$ cat src/adc_port_pkg.sv
// shared constants for the converter result output port
// assumes one core clock domain and an axi4-lite register bus
package adc_port_pkg;
  // register byte addresses
  localparam logic [3:0] CTRL_ADDR = 4'h0;
  localparam logic [3:0] STATUS_ADDR = 4'h4;
  localparam logic [3:0] RESULT_ADDR = 4'h8;
  // ctrl fields
  localparam int CTRL_START_BIT = 0;
  // status fields
  localparam int STATUS_PHASE_LSB = 0;
  localparam int STATUS_MODE_BIT = 2;
  localparam int STATUS_PEND_BIT = 3;
  localparam int STATUS_HS_BUSY_BIT = 4;
  localparam int STATUS_RUN_BIT = 5;
  // result fields
  localparam int RESULT_SIGN_BIT = 16;
  localparam int RESULT_OVER_BIT = 17;
  // reset values and response codes
  localparam logic [31:0] RESULT_RST = 32'h0000_0000;
  localparam logic [1:0] RESP_OKAY = 2'h0;
  localparam logic [1:0] RESP_SLVERR = 2'h2;
  // result width in bits and timing counts, in clock counts
  localparam int RES_BITS_DEF = 16;
  localparam int INT_COUNTS_DEF = 65536;
  localparam int AZ_COUNTS_DEF = 65536;
  localparam int AZ_STOP_COUNTS = 7;
  // input synchroniser reset image: {hb,mb,lb,ce,comp,send,run,mode}
  localparam logic [7:0] SYNC_RST = 8'hF0;
  // conversion phases, gray along the cycle
  typedef enum logic [1:0] {
    PH_AUTOZERO = 2'h0,
    PH_INTEGRATE = 2'h1,
    PH_DEINTEGRATE = 2'h3,
    PH_LATCH = 2'h2
  } phase_e;
  // handshake byte transfer states
  typedef enum logic [2:0] {
    HS_IDLE = 3'h0,
    HS_WAIT = 3'h1,
    HS_FLAG = 3'h3,
    HS_LOAD = 3'h2,
    HS_REL = 3'h6
  } hs_e;
  localparam logic [1:0] GRP_LOW = 2'h0;
  localparam logic [1:0] GRP_MID = 2'h1;
  localparam logic [1:0] GRP_HIGH = 2'h2;
endpackage : adc_port_pkg

$ cat src/sync_2ff.sv
// two flip-flop synchroniser for a vector of pin levels
// assumes each bit is an independent level from outside the clock domain
`timescale 1ns/1ps
module sync_2ff #(
  parameter int W = 8,
  parameter logic [W-1:0] RST_VAL = '0
) (
  input wire logic clk_in,
  input wire logic rst_n_in,
  input wire logic [W-1:0] d_in,
  output logic [W-1:0] q_out
);
  logic [W-1:0] meta_ff;
  always_ff @(posedge clk_in or negedge rst_n_in) begin
    if (!rst_n_in) begin
      meta_ff <= RST_VAL;
      q_out <= RST_VAL;
    end else begin
      meta_ff <= d_in;
      q_out <= meta_ff;
    end
  end
endmodule : sync_2ff

$ cat src/adc_result_byte_output_port.sv
// digital result port of a two-chip integrating converter
// assumes pins are outside the clock domain; software uses axi4-lite
`timescale 1ns/1ps
// Summary of operation
// - phase flag high integrate through deintegrate
// - sign output high for positive input
// - overrange output beside the result
// - data bits active high three-state
// - straight binary, 16 or 14 bits
// - outputs hold last completed conversion
// - low select with gate drives bits 1-8
// - handshake mode: low select becomes flag
// - 16-bit: mid select drives bits 9-16
// - 14-bit: high select drives 9-14, sign, overrange
// - 16-bit: high select drives sign, overrange
// - single on request or free running
// - sign true even at zero count
// - direct mode: gate high disables outputs
// - handshake mode: gate pin is load strobe
// - hold stops auto-zero seven counts early
module adc_result_byte_output_port #(
  parameter int RES_BITS = adc_port_pkg::RES_BITS_DEF,
  parameter int INT_COUNTS = adc_port_pkg::INT_COUNTS_DEF,
  parameter int AZ_COUNTS = adc_port_pkg::AZ_COUNTS_DEF
) (
  input wire logic core_clk_in,
  input wire logic rstn_in,
  input wire logic mode_in,
  input wire logic run_hold_in,
  input wire logic send_permit_in,
  input wire logic comp_in,
  input wire logic output_gate_strobe_in,
  output logic output_gate_strobe_out,
  output logic output_gate_strobe_oe_n_out,
  input wire logic low_byte_select_in,
  output logic low_byte_select_out,
  output logic low_byte_select_oe_n_out,
  input wire logic mid_byte_select_in,
  output logic mid_byte_select_out,
  output logic mid_byte_select_oe_n_out,
  input wire logic high_byte_select_in,
  output logic high_byte_select_out,
  output logic high_byte_select_oe_n_out,
  output logic conversion_phase_flag_out,
  output logic [RES_BITS-1:0] data_out,
  output logic [RES_BITS-1:0] data_oe_n_out,
  output logic sign_out,
  output logic sign_oe_n_out,
  output logic over_out,
  output logic over_oe_n_out,
  input wire logic [3:0] s_axi_awaddr_in,
  input wire logic s_axi_awvalid_in,
  output logic s_axi_awready_out,
  input wire logic [31:0] s_axi_wdata_in,
  input wire logic [3:0] s_axi_wstrb_in,
  input wire logic s_axi_wvalid_in,
  output logic s_axi_wready_out,
  output logic [1:0] s_axi_bresp_out,
  output logic s_axi_bvalid_out,
  input wire logic s_axi_bready_in,
  input wire logic [3:0] s_axi_araddr_in,
  input wire logic s_axi_arvalid_in,
  output logic s_axi_arready_out,
  output logic [31:0] s_axi_rdata_out,
  output logic [1:0] s_axi_rresp_out,
  output logic s_axi_rvalid_out,
  input wire logic s_axi_rready_in
);
  localparam int CNT_W = 18;
  localparam logic [CNT_W-1:0] AZ_LAST = CNT_W'(AZ_COUNTS - 1);
  localparam logic [CNT_W-1:0] AZ_HOLD = CNT_W'(AZ_COUNTS - adc_port_pkg::AZ_STOP_COUNTS);
  localparam logic [CNT_W-1:0] INT_LAST = CNT_W'(INT_COUNTS - 1);
  localparam logic [CNT_W-1:0] FULL_LAST = CNT_W'((1 << RES_BITS) - 1);
  localparam bit WIDE = (RES_BITS > 14);

  // reset release
  logic rst_meta_ff;
  logic rst_n;
  always_ff @(posedge core_clk_in or negedge rstn_in) begin
    if (!rstn_in) begin
      rst_meta_ff <= 1'b0;
      rst_n <= 1'b0;
    end else begin
      rst_meta_ff <= 1'b1;
      rst_n <= rst_meta_ff;
    end
  end

  // pin synchronisers
  logic [7:0] pins_s;
  sync_2ff #(.W(8), .RST_VAL(adc_port_pkg::SYNC_RST)) u_sync (
    .clk_in(core_clk_in),
    .rst_n_in(rst_n),
    .d_in({high_byte_select_in, mid_byte_select_in, low_byte_select_in, output_gate_strobe_in,
           comp_in, send_permit_in, run_hold_in, mode_in}),
    .q_out(pins_s)
  );
  logic mode_s, run_s, send_s, comp_s, gate_s, lb_s, mb_s, hb_s;
  assign {hb_s, mb_s, lb_s, gate_s, comp_s, send_s, run_s, mode_s} = pins_s;

  // conversion sequencer
  adc_port_pkg::phase_e phase_ff;
  logic [CNT_W-1:0] cnt_ff;
  logic sign_cap_ff;
  logic start_pend_ff;
  logic [RES_BITS-1:0] result_ff;
  logic sign_ff;
  logic over_ff;
  logic latch_ok_ff;
  logic start_wr;
  logic leave_az;
  logic az_parked;

  assign az_parked = (cnt_ff == AZ_HOLD) && !run_s && !start_pend_ff;
  assign leave_az = (phase_ff == adc_port_pkg::PH_AUTOZERO) && (cnt_ff == AZ_LAST);

  always_ff @(posedge core_clk_in or negedge rst_n) begin
    if (!rst_n) begin
      phase_ff <= adc_port_pkg::PH_AUTOZERO;
      cnt_ff <= '0;
      sign_cap_ff <= 1'b0;
      latch_ok_ff <= 1'b0;
    end else begin
      latch_ok_ff <= 1'b0;
      case (phase_ff)
        adc_port_pkg::PH_AUTOZERO: begin
          if (leave_az) begin
            phase_ff <= adc_port_pkg::PH_INTEGRATE;
            cnt_ff <= '0;
          end else if (!az_parked) begin
            cnt_ff <= cnt_ff + 1'b1;
          end
        end
        adc_port_pkg::PH_INTEGRATE: begin
          if (cnt_ff == INT_LAST) begin
            sign_cap_ff <= comp_s;
            phase_ff <= adc_port_pkg::PH_DEINTEGRATE;
            cnt_ff <= '0;
          end else begin
            cnt_ff <= cnt_ff + 1'b1;
          end
        end
        adc_port_pkg::PH_DEINTEGRATE: begin
          if ((comp_s != sign_cap_ff) || (cnt_ff == FULL_LAST)) begin
            latch_ok_ff <= (comp_s != sign_cap_ff);
            phase_ff <= adc_port_pkg::PH_LATCH;
          end else begin
            cnt_ff <= cnt_ff + 1'b1;
          end
        end
        adc_port_pkg::PH_LATCH: begin
          phase_ff <= adc_port_pkg::PH_AUTOZERO;
          cnt_ff <= '0;
        end
        default: begin
          phase_ff <= adc_port_pkg::PH_AUTOZERO;
          cnt_ff <= '0;
        end
      endcase
    end
  end

  // result latch, only updated at end of conversion
  always_ff @(posedge core_clk_in or negedge rst_n) begin
    if (!rst_n) begin
      result_ff <= '0;
      sign_ff <= 1'b0;
      over_ff <= 1'b0;
    end else if (phase_ff == adc_port_pkg::PH_LATCH) begin
      result_ff <= cnt_ff[RES_BITS-1:0];
      sign_ff <= sign_cap_ff;
      over_ff <= !latch_ok_ff;
    end
  end

  // single conversion request; a new request wins over the clear
  always_ff @(posedge core_clk_in or negedge rst_n) begin
    if (!rst_n) begin
      start_pend_ff <= 1'b0;
    end else if (start_wr) begin
      start_pend_ff <= 1'b1;
    end else if (leave_az) begin
      start_pend_ff <= 1'b0;
    end
  end

  always_ff @(posedge core_clk_in or negedge rst_n) begin
    if (!rst_n) begin
      conversion_phase_flag_out <= 1'b0;
    end else begin
      conversion_phase_flag_out <= (phase_ff == adc_port_pkg::PH_INTEGRATE) ||
                                   (phase_ff == adc_port_pkg::PH_DEINTEGRATE);
    end
  end

  // handshake byte transfer
  adc_port_pkg::hs_e hs_ff;
  logic [1:0] grp_ff;
  always_ff @(posedge core_clk_in or negedge rst_n) begin
    if (!rst_n) begin
      hs_ff <= adc_port_pkg::HS_IDLE;
      grp_ff <= adc_port_pkg::GRP_LOW;
    end else if (!mode_s) begin
      hs_ff <= adc_port_pkg::HS_IDLE;
    end else begin
      case (hs_ff)
        adc_port_pkg::HS_IDLE: begin
          if (phase_ff == adc_port_pkg::PH_LATCH) begin
            hs_ff <= adc_port_pkg::HS_WAIT;
            grp_ff <= adc_port_pkg::GRP_LOW;
          end
        end
        adc_port_pkg::HS_WAIT: begin
          if (send_s) begin
            hs_ff <= adc_port_pkg::HS_FLAG;
          end
        end
        adc_port_pkg::HS_FLAG: begin
          hs_ff <= adc_port_pkg::HS_LOAD;
        end
        adc_port_pkg::HS_LOAD: begin
          hs_ff <= adc_port_pkg::HS_REL;
        end
        adc_port_pkg::HS_REL: begin
          if (grp_ff == adc_port_pkg::GRP_HIGH) begin
            hs_ff <= adc_port_pkg::HS_IDLE;
          end else begin
            hs_ff <= adc_port_pkg::HS_WAIT;
            grp_ff <= (WIDE && grp_ff == adc_port_pkg::GRP_LOW) ? adc_port_pkg::GRP_MID : adc_port_pkg::GRP_HIGH;
          end
        end
        default: begin
          hs_ff <= adc_port_pkg::HS_IDLE;
        end
      endcase
    end
  end

  // byte group enables
  logic hs_present;
  logic [2:0] grp_en;
  assign hs_present = (hs_ff == adc_port_pkg::HS_FLAG) || (hs_ff == adc_port_pkg::HS_LOAD);
  always_comb begin
    if (!mode_s) begin
      grp_en[0] = !gate_s && !lb_s;
      grp_en[1] = WIDE && !gate_s && !mb_s;
      grp_en[2] = !gate_s && !hb_s;
    end else begin
      grp_en[0] = hs_present && (grp_ff == adc_port_pkg::GRP_LOW);
      grp_en[1] = hs_present && (grp_ff == adc_port_pkg::GRP_MID);
      grp_en[2] = hs_present && (grp_ff == adc_port_pkg::GRP_HIGH);
    end
  end

  // data pins, one enable per bit
  genvar gi;
  generate
    for (gi = 0; gi < RES_BITS; gi++) begin : g_bit
      always_ff @(posedge core_clk_in or negedge rst_n) begin
        if (!rst_n) begin
          data_out[gi] <= 1'b0;
          data_oe_n_out[gi] <= 1'b1;
        end else begin
          data_out[gi] <= result_ff[gi];
          if (gi < 8) begin
            data_oe_n_out[gi] <= !grp_en[0];
          end else begin
            data_oe_n_out[gi] <= WIDE ? !grp_en[1] : !grp_en[2];
          end
        end
      end
    end
  endgenerate

  always_ff @(posedge core_clk_in or negedge rst_n) begin
    if (!rst_n) begin
      sign_out <= 1'b0;
      sign_oe_n_out <= 1'b1;
      over_out <= 1'b0;
      over_oe_n_out <= 1'b1;
    end else begin
      sign_out <= sign_ff;
      over_out <= over_ff;
      sign_oe_n_out <= !grp_en[2];
      over_oe_n_out <= !grp_en[2];
    end
  end

  // select and gate pins: inputs in direct mode, flags and strobe in handshake mode (14-bit: mid select stays input)
  always_ff @(posedge core_clk_in or negedge rst_n) begin
    if (!rst_n) begin
      low_byte_select_out <= 1'b1;
      low_byte_select_oe_n_out <= 1'b1;
      mid_byte_select_out <= 1'b1;
      mid_byte_select_oe_n_out <= 1'b1;
      high_byte_select_out <= 1'b1;
      high_byte_select_oe_n_out <= 1'b1;
      output_gate_strobe_out <= 1'b1;
      output_gate_strobe_oe_n_out <= 1'b1;
    end else begin
      low_byte_select_oe_n_out <= !mode_s;
      mid_byte_select_oe_n_out <= !(mode_s && WIDE);
      high_byte_select_oe_n_out <= !mode_s;
      output_gate_strobe_oe_n_out <= !mode_s;
      low_byte_select_out <= !grp_en[0];
      mid_byte_select_out <= !grp_en[1];
      high_byte_select_out <= !grp_en[2];
      output_gate_strobe_out <= !(mode_s && hs_ff == adc_port_pkg::HS_LOAD);
    end
  end

  // axi4-lite write channel
  logic [3:0] awaddr_ff;
  logic [31:0] wdata_ff;
  logic [3:0] wstrb_ff;
  logic do_write;
  assign do_write = !s_axi_awready_out && !s_axi_wready_out && !s_axi_bvalid_out;
  assign start_wr = do_write && (awaddr_ff == adc_port_pkg::CTRL_ADDR) && wstrb_ff[0] &&
                    wdata_ff[adc_port_pkg::CTRL_START_BIT];
  always_ff @(posedge core_clk_in or negedge rst_n) begin
    if (!rst_n) begin
      s_axi_awready_out <= 1'b1;
      s_axi_wready_out <= 1'b1;
      s_axi_bvalid_out <= 1'b0;
      s_axi_bresp_out <= adc_port_pkg::RESP_OKAY;
      awaddr_ff <= '0;
      wdata_ff <= '0;
      wstrb_ff <= '0;
    end else begin
      if (s_axi_awvalid_in && s_axi_awready_out) begin
        s_axi_awready_out <= 1'b0;
        awaddr_ff <= s_axi_awaddr_in;
      end
      if (s_axi_wvalid_in && s_axi_wready_out) begin
        s_axi_wready_out <= 1'b0;
        wdata_ff <= s_axi_wdata_in;
        wstrb_ff <= s_axi_wstrb_in;
      end
      if (do_write) begin
        s_axi_bvalid_out <= 1'b1;
        s_axi_bresp_out <= (awaddr_ff == adc_port_pkg::CTRL_ADDR) ? adc_port_pkg::RESP_OKAY :
                           adc_port_pkg::RESP_SLVERR;
      end
      if (s_axi_bvalid_out && s_axi_bready_in) begin
        s_axi_bvalid_out <= 1'b0;
        s_axi_awready_out <= 1'b1;
        s_axi_wready_out <= 1'b1;
      end
    end
  end

  // axi4-lite read channel
  always_ff @(posedge core_clk_in or negedge rst_n) begin
    if (!rst_n) begin
      s_axi_arready_out <= 1'b1;
      s_axi_rvalid_out <= 1'b0;
      s_axi_rdata_out <= '0;
      s_axi_rresp_out <= adc_port_pkg::RESP_OKAY;
    end else if (s_axi_arvalid_in && s_axi_arready_out) begin
      s_axi_arready_out <= 1'b0;
      s_axi_rvalid_out <= 1'b1;
      s_axi_rresp_out <= adc_port_pkg::RESP_OKAY;
      s_axi_rdata_out <= '0;
      case (s_axi_araddr_in)
        adc_port_pkg::CTRL_ADDR: begin
          s_axi_rdata_out <= '0;
        end
        adc_port_pkg::STATUS_ADDR: begin
          s_axi_rdata_out[adc_port_pkg::STATUS_PHASE_LSB +: 2] <= phase_ff;
          s_axi_rdata_out[adc_port_pkg::STATUS_MODE_BIT] <= mode_s;
          s_axi_rdata_out[adc_port_pkg::STATUS_PEND_BIT] <= start_pend_ff;
          s_axi_rdata_out[adc_port_pkg::STATUS_HS_BUSY_BIT] <= (hs_ff != adc_port_pkg::HS_IDLE);
          s_axi_rdata_out[adc_port_pkg::STATUS_RUN_BIT] <= run_s;
        end
        adc_port_pkg::RESULT_ADDR: begin
          s_axi_rdata_out[RES_BITS-1:0] <= result_ff;
          s_axi_rdata_out[adc_port_pkg::RESULT_SIGN_BIT] <= sign_ff;
          s_axi_rdata_out[adc_port_pkg::RESULT_OVER_BIT] <= over_ff;
        end
        default: begin
          s_axi_rresp_out <= adc_port_pkg::RESP_SLVERR;
        end
      endcase
    end else if (s_axi_rvalid_out && s_axi_rready_in) begin
      s_axi_rvalid_out <= 1'b0;
      s_axi_arready_out <= 1'b1;
    end
  end
endmodule : adc_result_byte_output_port

$ cat config.mk
export PLATFORM = sky130hd
export DESIGN_NAME = adc_result_byte_output_port
export DESIGN_NICKNAME = d
export VERILOG_FILES = /design/src/adc_port_pkg.sv /design/src/sync_2ff.sv /design/src/adc_result_byte_output_port.sv
export SDC_FILE = /design/constraint.sdc
export NUM_CORES = 1
export LEC_CHECK = 0
export ABC_AREA = 1
export BUFFER_PORTS_ARGS = -buffer_cell sky130_fd_sc_hd__buf_2
export CAP_MARGIN = 10
export CORE_UTILIZATION = 50
export CTS_CLUSTER_DIAMETER = 150
export DETAILED_ROUTE_END_ITERATION = 6
export PLACE_DENSITY = 0.77
export SLEW_MARGIN = 25
export SYNTH_ARGS = -nofsm -noshare
export SYNTH_HDL_FRONTEND = slang
export SYNTH_SLANG_ARGS = --single-unit
$ cat constraint.sdc
create_clock -name core_clk_in -period 9.4 [get_ports core_clk_in]
set_input_delay 1.88 -clock core_clk_in [delete_from_list [all_inputs] [get_ports core_clk_in]]
set_output_delay 1.88 -clock core_clk_in [all_outputs]
set_load 0.03 [all_outputs]
# == Yosys cells after proc, flatten, opt, wreduce, memory -nomap -nowiden ==
# Cells that the tools add are included.
# op_classes
addsub,1
eq_ne,23
muxes,37
n_reduce_logical,56
# ops
cell,n
18-bit two-way mux,4
18-bit one-hot mux with 4 select lines,1
18-bit by 16-bit == test with 1-bit output (second input constant),2
1-bit logical AND,20
18-bit by 1-bit adder with 18-bit output (second input constant),1
2-bit two-way mux,8
1-bit zero test,15
1-bit two-way mux,15
3-bit one-hot mux with 5 select lines,1
12-bit two-way mux,1
3-bit two-way mux,4
2-bit inequality test (second input constant),6
6-bit one-hot mux with 2 select lines,1
2-bit nonzero test,6
4-bit zero test,2
2-bit one-hot mux with 4 select lines,1
2-bit == test (second input constant),3
3-bit by 2-bit == test with 1-bit output (second input constant),2
3-bit inequality test (second input constant),2
2-bit AND reduction,3
2-bit by 1-bit == test with 1-bit output (second input constant),2
4-bit by 3-bit == test with 1-bit output (second input constant),1
4-bit == test (second input constant),1
2-bit zero test,2
11 further kinds,13
# totals
register_bits,121
inputBits,59
out_inout_bits,86
wordCells,166

# == Depth between registers and ports, before layout ==
# depth
depth_word,7
mapped_depth,12
depth_no_buf,11

# == By module ==
# A second synthesis with hierarchy kept.
# hier_totals
cells_unflattened,557
area_unflattened_um2,5193.7
# modules_own_cells
module,n_inst,cells_per_inst,area_each_um2,seq_area_each_um2
adc_result_byte_output_port,1,541,4783.3,2587.5
sync_2ff,1,16,410.4,410.4

# == Worst setup path before layout ==
# OpenSTA, ideal clock, no wires.
# synth_path
path_kind,input-to-reg
from,in s_axi_araddr_in[1]
to,reg s_axi_rdata_out[4]
setup_time_ns,0.082
t_arrival_ns,2.707
required_time_ns,9.318
slack_ns,6.611
cell_stages,5
n_path_buf,0
cell_sequence,nor2_1 -> nand2_1 -> nor2_1 -> nand2_1 -> a31oi_1
# synth_via
elab_chain_len,2
elab_cells_between_ends,3
classes_between,eq/ne: 2; mux: 1
# synth_rtl
element,line,source
start: declaration,adc_result_byte_output_port.sv:61,"input wire logic [3:0] s_axi_araddr_in,"
4-bit == test / 4-bit by 3-bit == test with 1-bit output (equally long branches),adc_result_byte_output_port.sv:364,case (s_axi_araddr_in)
6-bit one-hot mux with 2 select lines *,adc_result_byte_output_port.sv:364,
end signal: indexed assignment,adc_result_byte_output_port.sv:369,s_axi_rdata_out[adc_port_pkg::STATUS_PHASE_LSB +: 2] <= phase_ff;
end signal: indexed assignment,adc_result_byte_output_port.sv:370,s_axi_rdata_out[adc_port_pkg::STATUS_MODE_BIT] <= mode_s;
end signal: indexed assignment,adc_result_byte_output_port.sv:371,s_axi_rdata_out[adc_port_pkg::STATUS_PEND_BIT] <= start_pend_ff;
end: declaration,adc_result_byte_output_port.sv:64,"output logic [31:0] s_axi_rdata_out,"
# Mark *: on every way between the ends. The rest lies on a longest branch, timed or not.
# A chain may end at the register's enable or synchronous reset.

==> impl_metrics.yaml <==
synth:
  synth-seq-cells: 119
  postSynthAreaPerCell_sq_um: 9.48
  synth_most_common_cell: "nand2_1"
  synth_compound_area_share_pct: 8.01
  synthArstFlopShare_pct: 100
  synth_mux_area_share_pct: 1.29
  yosysWarningCount: 0
  syn_inst: 552
  synthFlopType: "dfrtp_1"
  synth_area_sq_mm: 0.00523
  seq_area_frac_synth_pct: 57.3
  synth-xor-area-share_pct: 1.67
  synth.largest_area_cell: "dfrtp_1"
  synthAdderAreaFrac_pct: 0.478
  synth_top_area_share_pct: 49.3
  synth.top_cells.by_area: "dfrtp_1, nand2_1, dfstp_2"
  synth_top_family_by_area: "simple AND/OR/NAND/NOR gates"
  synth_common_cells: "nand2_1, dfrtp_1, inv_1, buf_4, o21ai_0"
  synth_cell_types: 37
  synthSimpleGateAreaFrac_pct: 20.5
  synth_edf_count: 0
placement:
  io_buffer_count: 94
  place_area_sq_mm: 0.00558
  routabilityCongestion: 0.883
  dp.final_hpwl_mm: 7.05
floorplanning:
  coreArea_sq_mm: 0.00995
  dieHeight_um: 104
  io-pin-count: 145
  die_area_sq_mm: 0.0109
  rows: 36
  start_util_pct: 52.6
  die_w_um: 104
pwr:
  total_power_mw: 1.40
  power_density_mw_per_mm2: 227
  vdd_drop_max_uv: 154
  p_leak_nw: 3.02
worst_setup_path:
  max_stage_delay_ns: 0.57
  critPathRequiredTime_ns: 7.52
  path_cells: "buf_2"
  path_class: "flop to primary output"
  cp.arrival_ns: 1.30
  path_max_fanout: 9
  start_kind: "flop"
  timing.critical_path.buf_inv: 1
  cp-end-kind: "primary output"
  crit_family: "flip-flops"
  cp_slowest_cell: "dfstp_2"
global_route:
  grt_max_degree: 79
  grtUsageTotal_pct: 20.7
  globalRouteOverflowTotal: 0
  grt_pass1_vias: 3713
  antenna_found_initial: 0
  grt_pass1_wl_mm: 17.6
sta:
  slew_headroom_pct: 39.5
  clock_skew_ns: 0.00984
  drv_slew: 0
  setup_violations: 0
  timing_worst_slew_pin_value_ns: 0.907
  finalCritPeriodShare_pct: 33.8
  hold_slack_ns: 0.298
  min_period_ns: 3.18
  fin_tns_setup_ns: 0
  hold_viol: 0
  rsz0062_at_grt: "false"
  max_clock_freq_mhz: 314
clock_tree:
  cts_tree: "yes"
  cts_setup_buffers: 0
  cts_max_level: 4
  insertion_delay_ns: 0.52
  ctsResizeCount: 0
  cts_hold_buffers: 0
  root_buffer: "clkbuf_8"
  cts_made_buffers: 17
  clock-sinks: 119
  clk_pin_slew_ns: 0.06
  clockBufferDepth: 2
routing:
  routed_wl_mm: 10.3
  via_count: 3837
  routed_via_density: 4.95
  wl_per_cell_um: 13.3
  firstDrtPassIters: 5
  drtIter0Drc: 282
  drc: 0
  ant_nets: 0
flow_run:
  maxCapViolCount: 0
final_layout:
  final_core_util_pct: 62.0
  drive_gt1_share_pct: 28.3
  design_area_sq_mm: 0.00617
  antenna_cells: 0
  nNetsFinal: 690
  area_growth_pct: 17.9
status:
  status: "finished clean"
min_path:
  hp-class: "flop to asynchronous set/reset pin"
==> logic make-up after synthesis <==
kind of cell / count (synthesis)
adder cells (fa/ha/maj): 2
XOR/XNOR: 10
flip-flops: 119
multiplexers: 6
other: 2
buffers and inverters: 105
AO/OA/AOI/OAI: 72
AND/OR/NAND/NOR: 236
==> routing by layer <==
layer	vias to the layer above	global-route usage (%)	routed length, um	share of wire (%)
met5	-	0	0	0
met4	0	7.35	146	1.4
met3	9	7.21	506	4.9
met2	113	33.3	5130	50
met1	1831	25.9	4540	44
li1	1884	-	-	-
==> where the power goes <==
| group | total (mW) | internal (mW) | switching [mW] |
|---|---|---|---|
| Clock | 0.619 | 0.396 | 0.223 |
| Combinational | 0.187 | 0.0546 | 0.132 |
| Sequential | 0.593 | 0.564 | 0.0291 |
==> flip-flops by register name (all words and copies together) (netlist names), 2 cells and up <==
signal           flops
awaddr_ff            4
cnt_ff              18
data_out            16
grp_ff               2
hs_ff                3
phase_ff             2
result_ff           16
s_axi_rdata_out     18
u_sync.meta_ff       8
u_sync.q_out         8
==> per-stage QoR <==
step           setup slack [ns]  instances
3_5_place_dp               6.12        743
6_report                   6.22        775
5_1_grt                    6.14        775
3_3_place_gp               6.24        743
4_1_cts                    6.19        775
2_1_floorplan              5.87        567
==> cells in the final DEF, fill, tap and decap left out, drive strengths merged, types with 2 or more instances in the layout <==
| master | synthesis | routed |
|---|---|---|
| nor2 | 37 | 37 |
| clkbuf | 11 | 20 |
| nand2 | 142 | 142 |
| ha | 2 | 2 |
| clkinvlp | 0 | 2 |
| clkinv | 0 | 8 |
| buf | 41 | 95 |
| xor2 | 7 | 7 |
| xnor2 | 3 | 3 |
| nand3 | 30 | 30 |
| o21ai | 46 | 46 |
| nor3 | 10 | 10 |
| nand4 | 12 | 12 |
| nand3b | 2 | 2 |
| mux2 | 6 | 6 |
| o31ai | 2 | 2 |
| a21oi | 10 | 10 |
| a31oi | 8 | 8 |
| conb | 2 | 17 |
| inv | 53 | 53 |
| o211ai | 2 | 2 |
| dfrtp | 103 | 103 |
| bufinv | 0 | 2 |
| dfstp | 16 | 16 |
==> worst paths after layout <==
path | start | endpoint | slack, ns | depth (start not counted)
worst max register to register | phase_ff[0]$_DFFE_PN0P_ | cnt_ff[12]$_DFFE_PN0P_ | 7.05 | 8
min in group core_clk_in | u_sync.meta_ff[2]$_DFF_PN0_ | u_sync.q_out[2]$_DFF_PN0_ | 0.35 | 0
max in group asynchronous | rst_n$_DFF_PN0_ | sign_ff$_DFFE_PN0P_ | 8.05 | 1
worst max-delay path | low_byte_select_out$_DFF_PN1_ | data_oe_n_out[6] | 6.22 | 1
worst min-delay path | rst_n$_DFF_PN0_ | s_axi_rdata_out[13]$_DFFE_PN0P_ | 0.30 | 0
worst min register to register | rst_n$_DFF_PN0_ | s_axi_rdata_out[13]$_DFFE_PN0P_ | 0.30 | 0
==> final cells by class <==
class,instances,area [sq um]
fill,819,3790
sequential,119,3000
multi-input combinational,343,1740
timing repair buffer,95,482
clock buffer,20,455
inverter,53,199
tap,133,166
clock inverter,12,126
No activity file was read; power rests on OpenSTA's default activity.
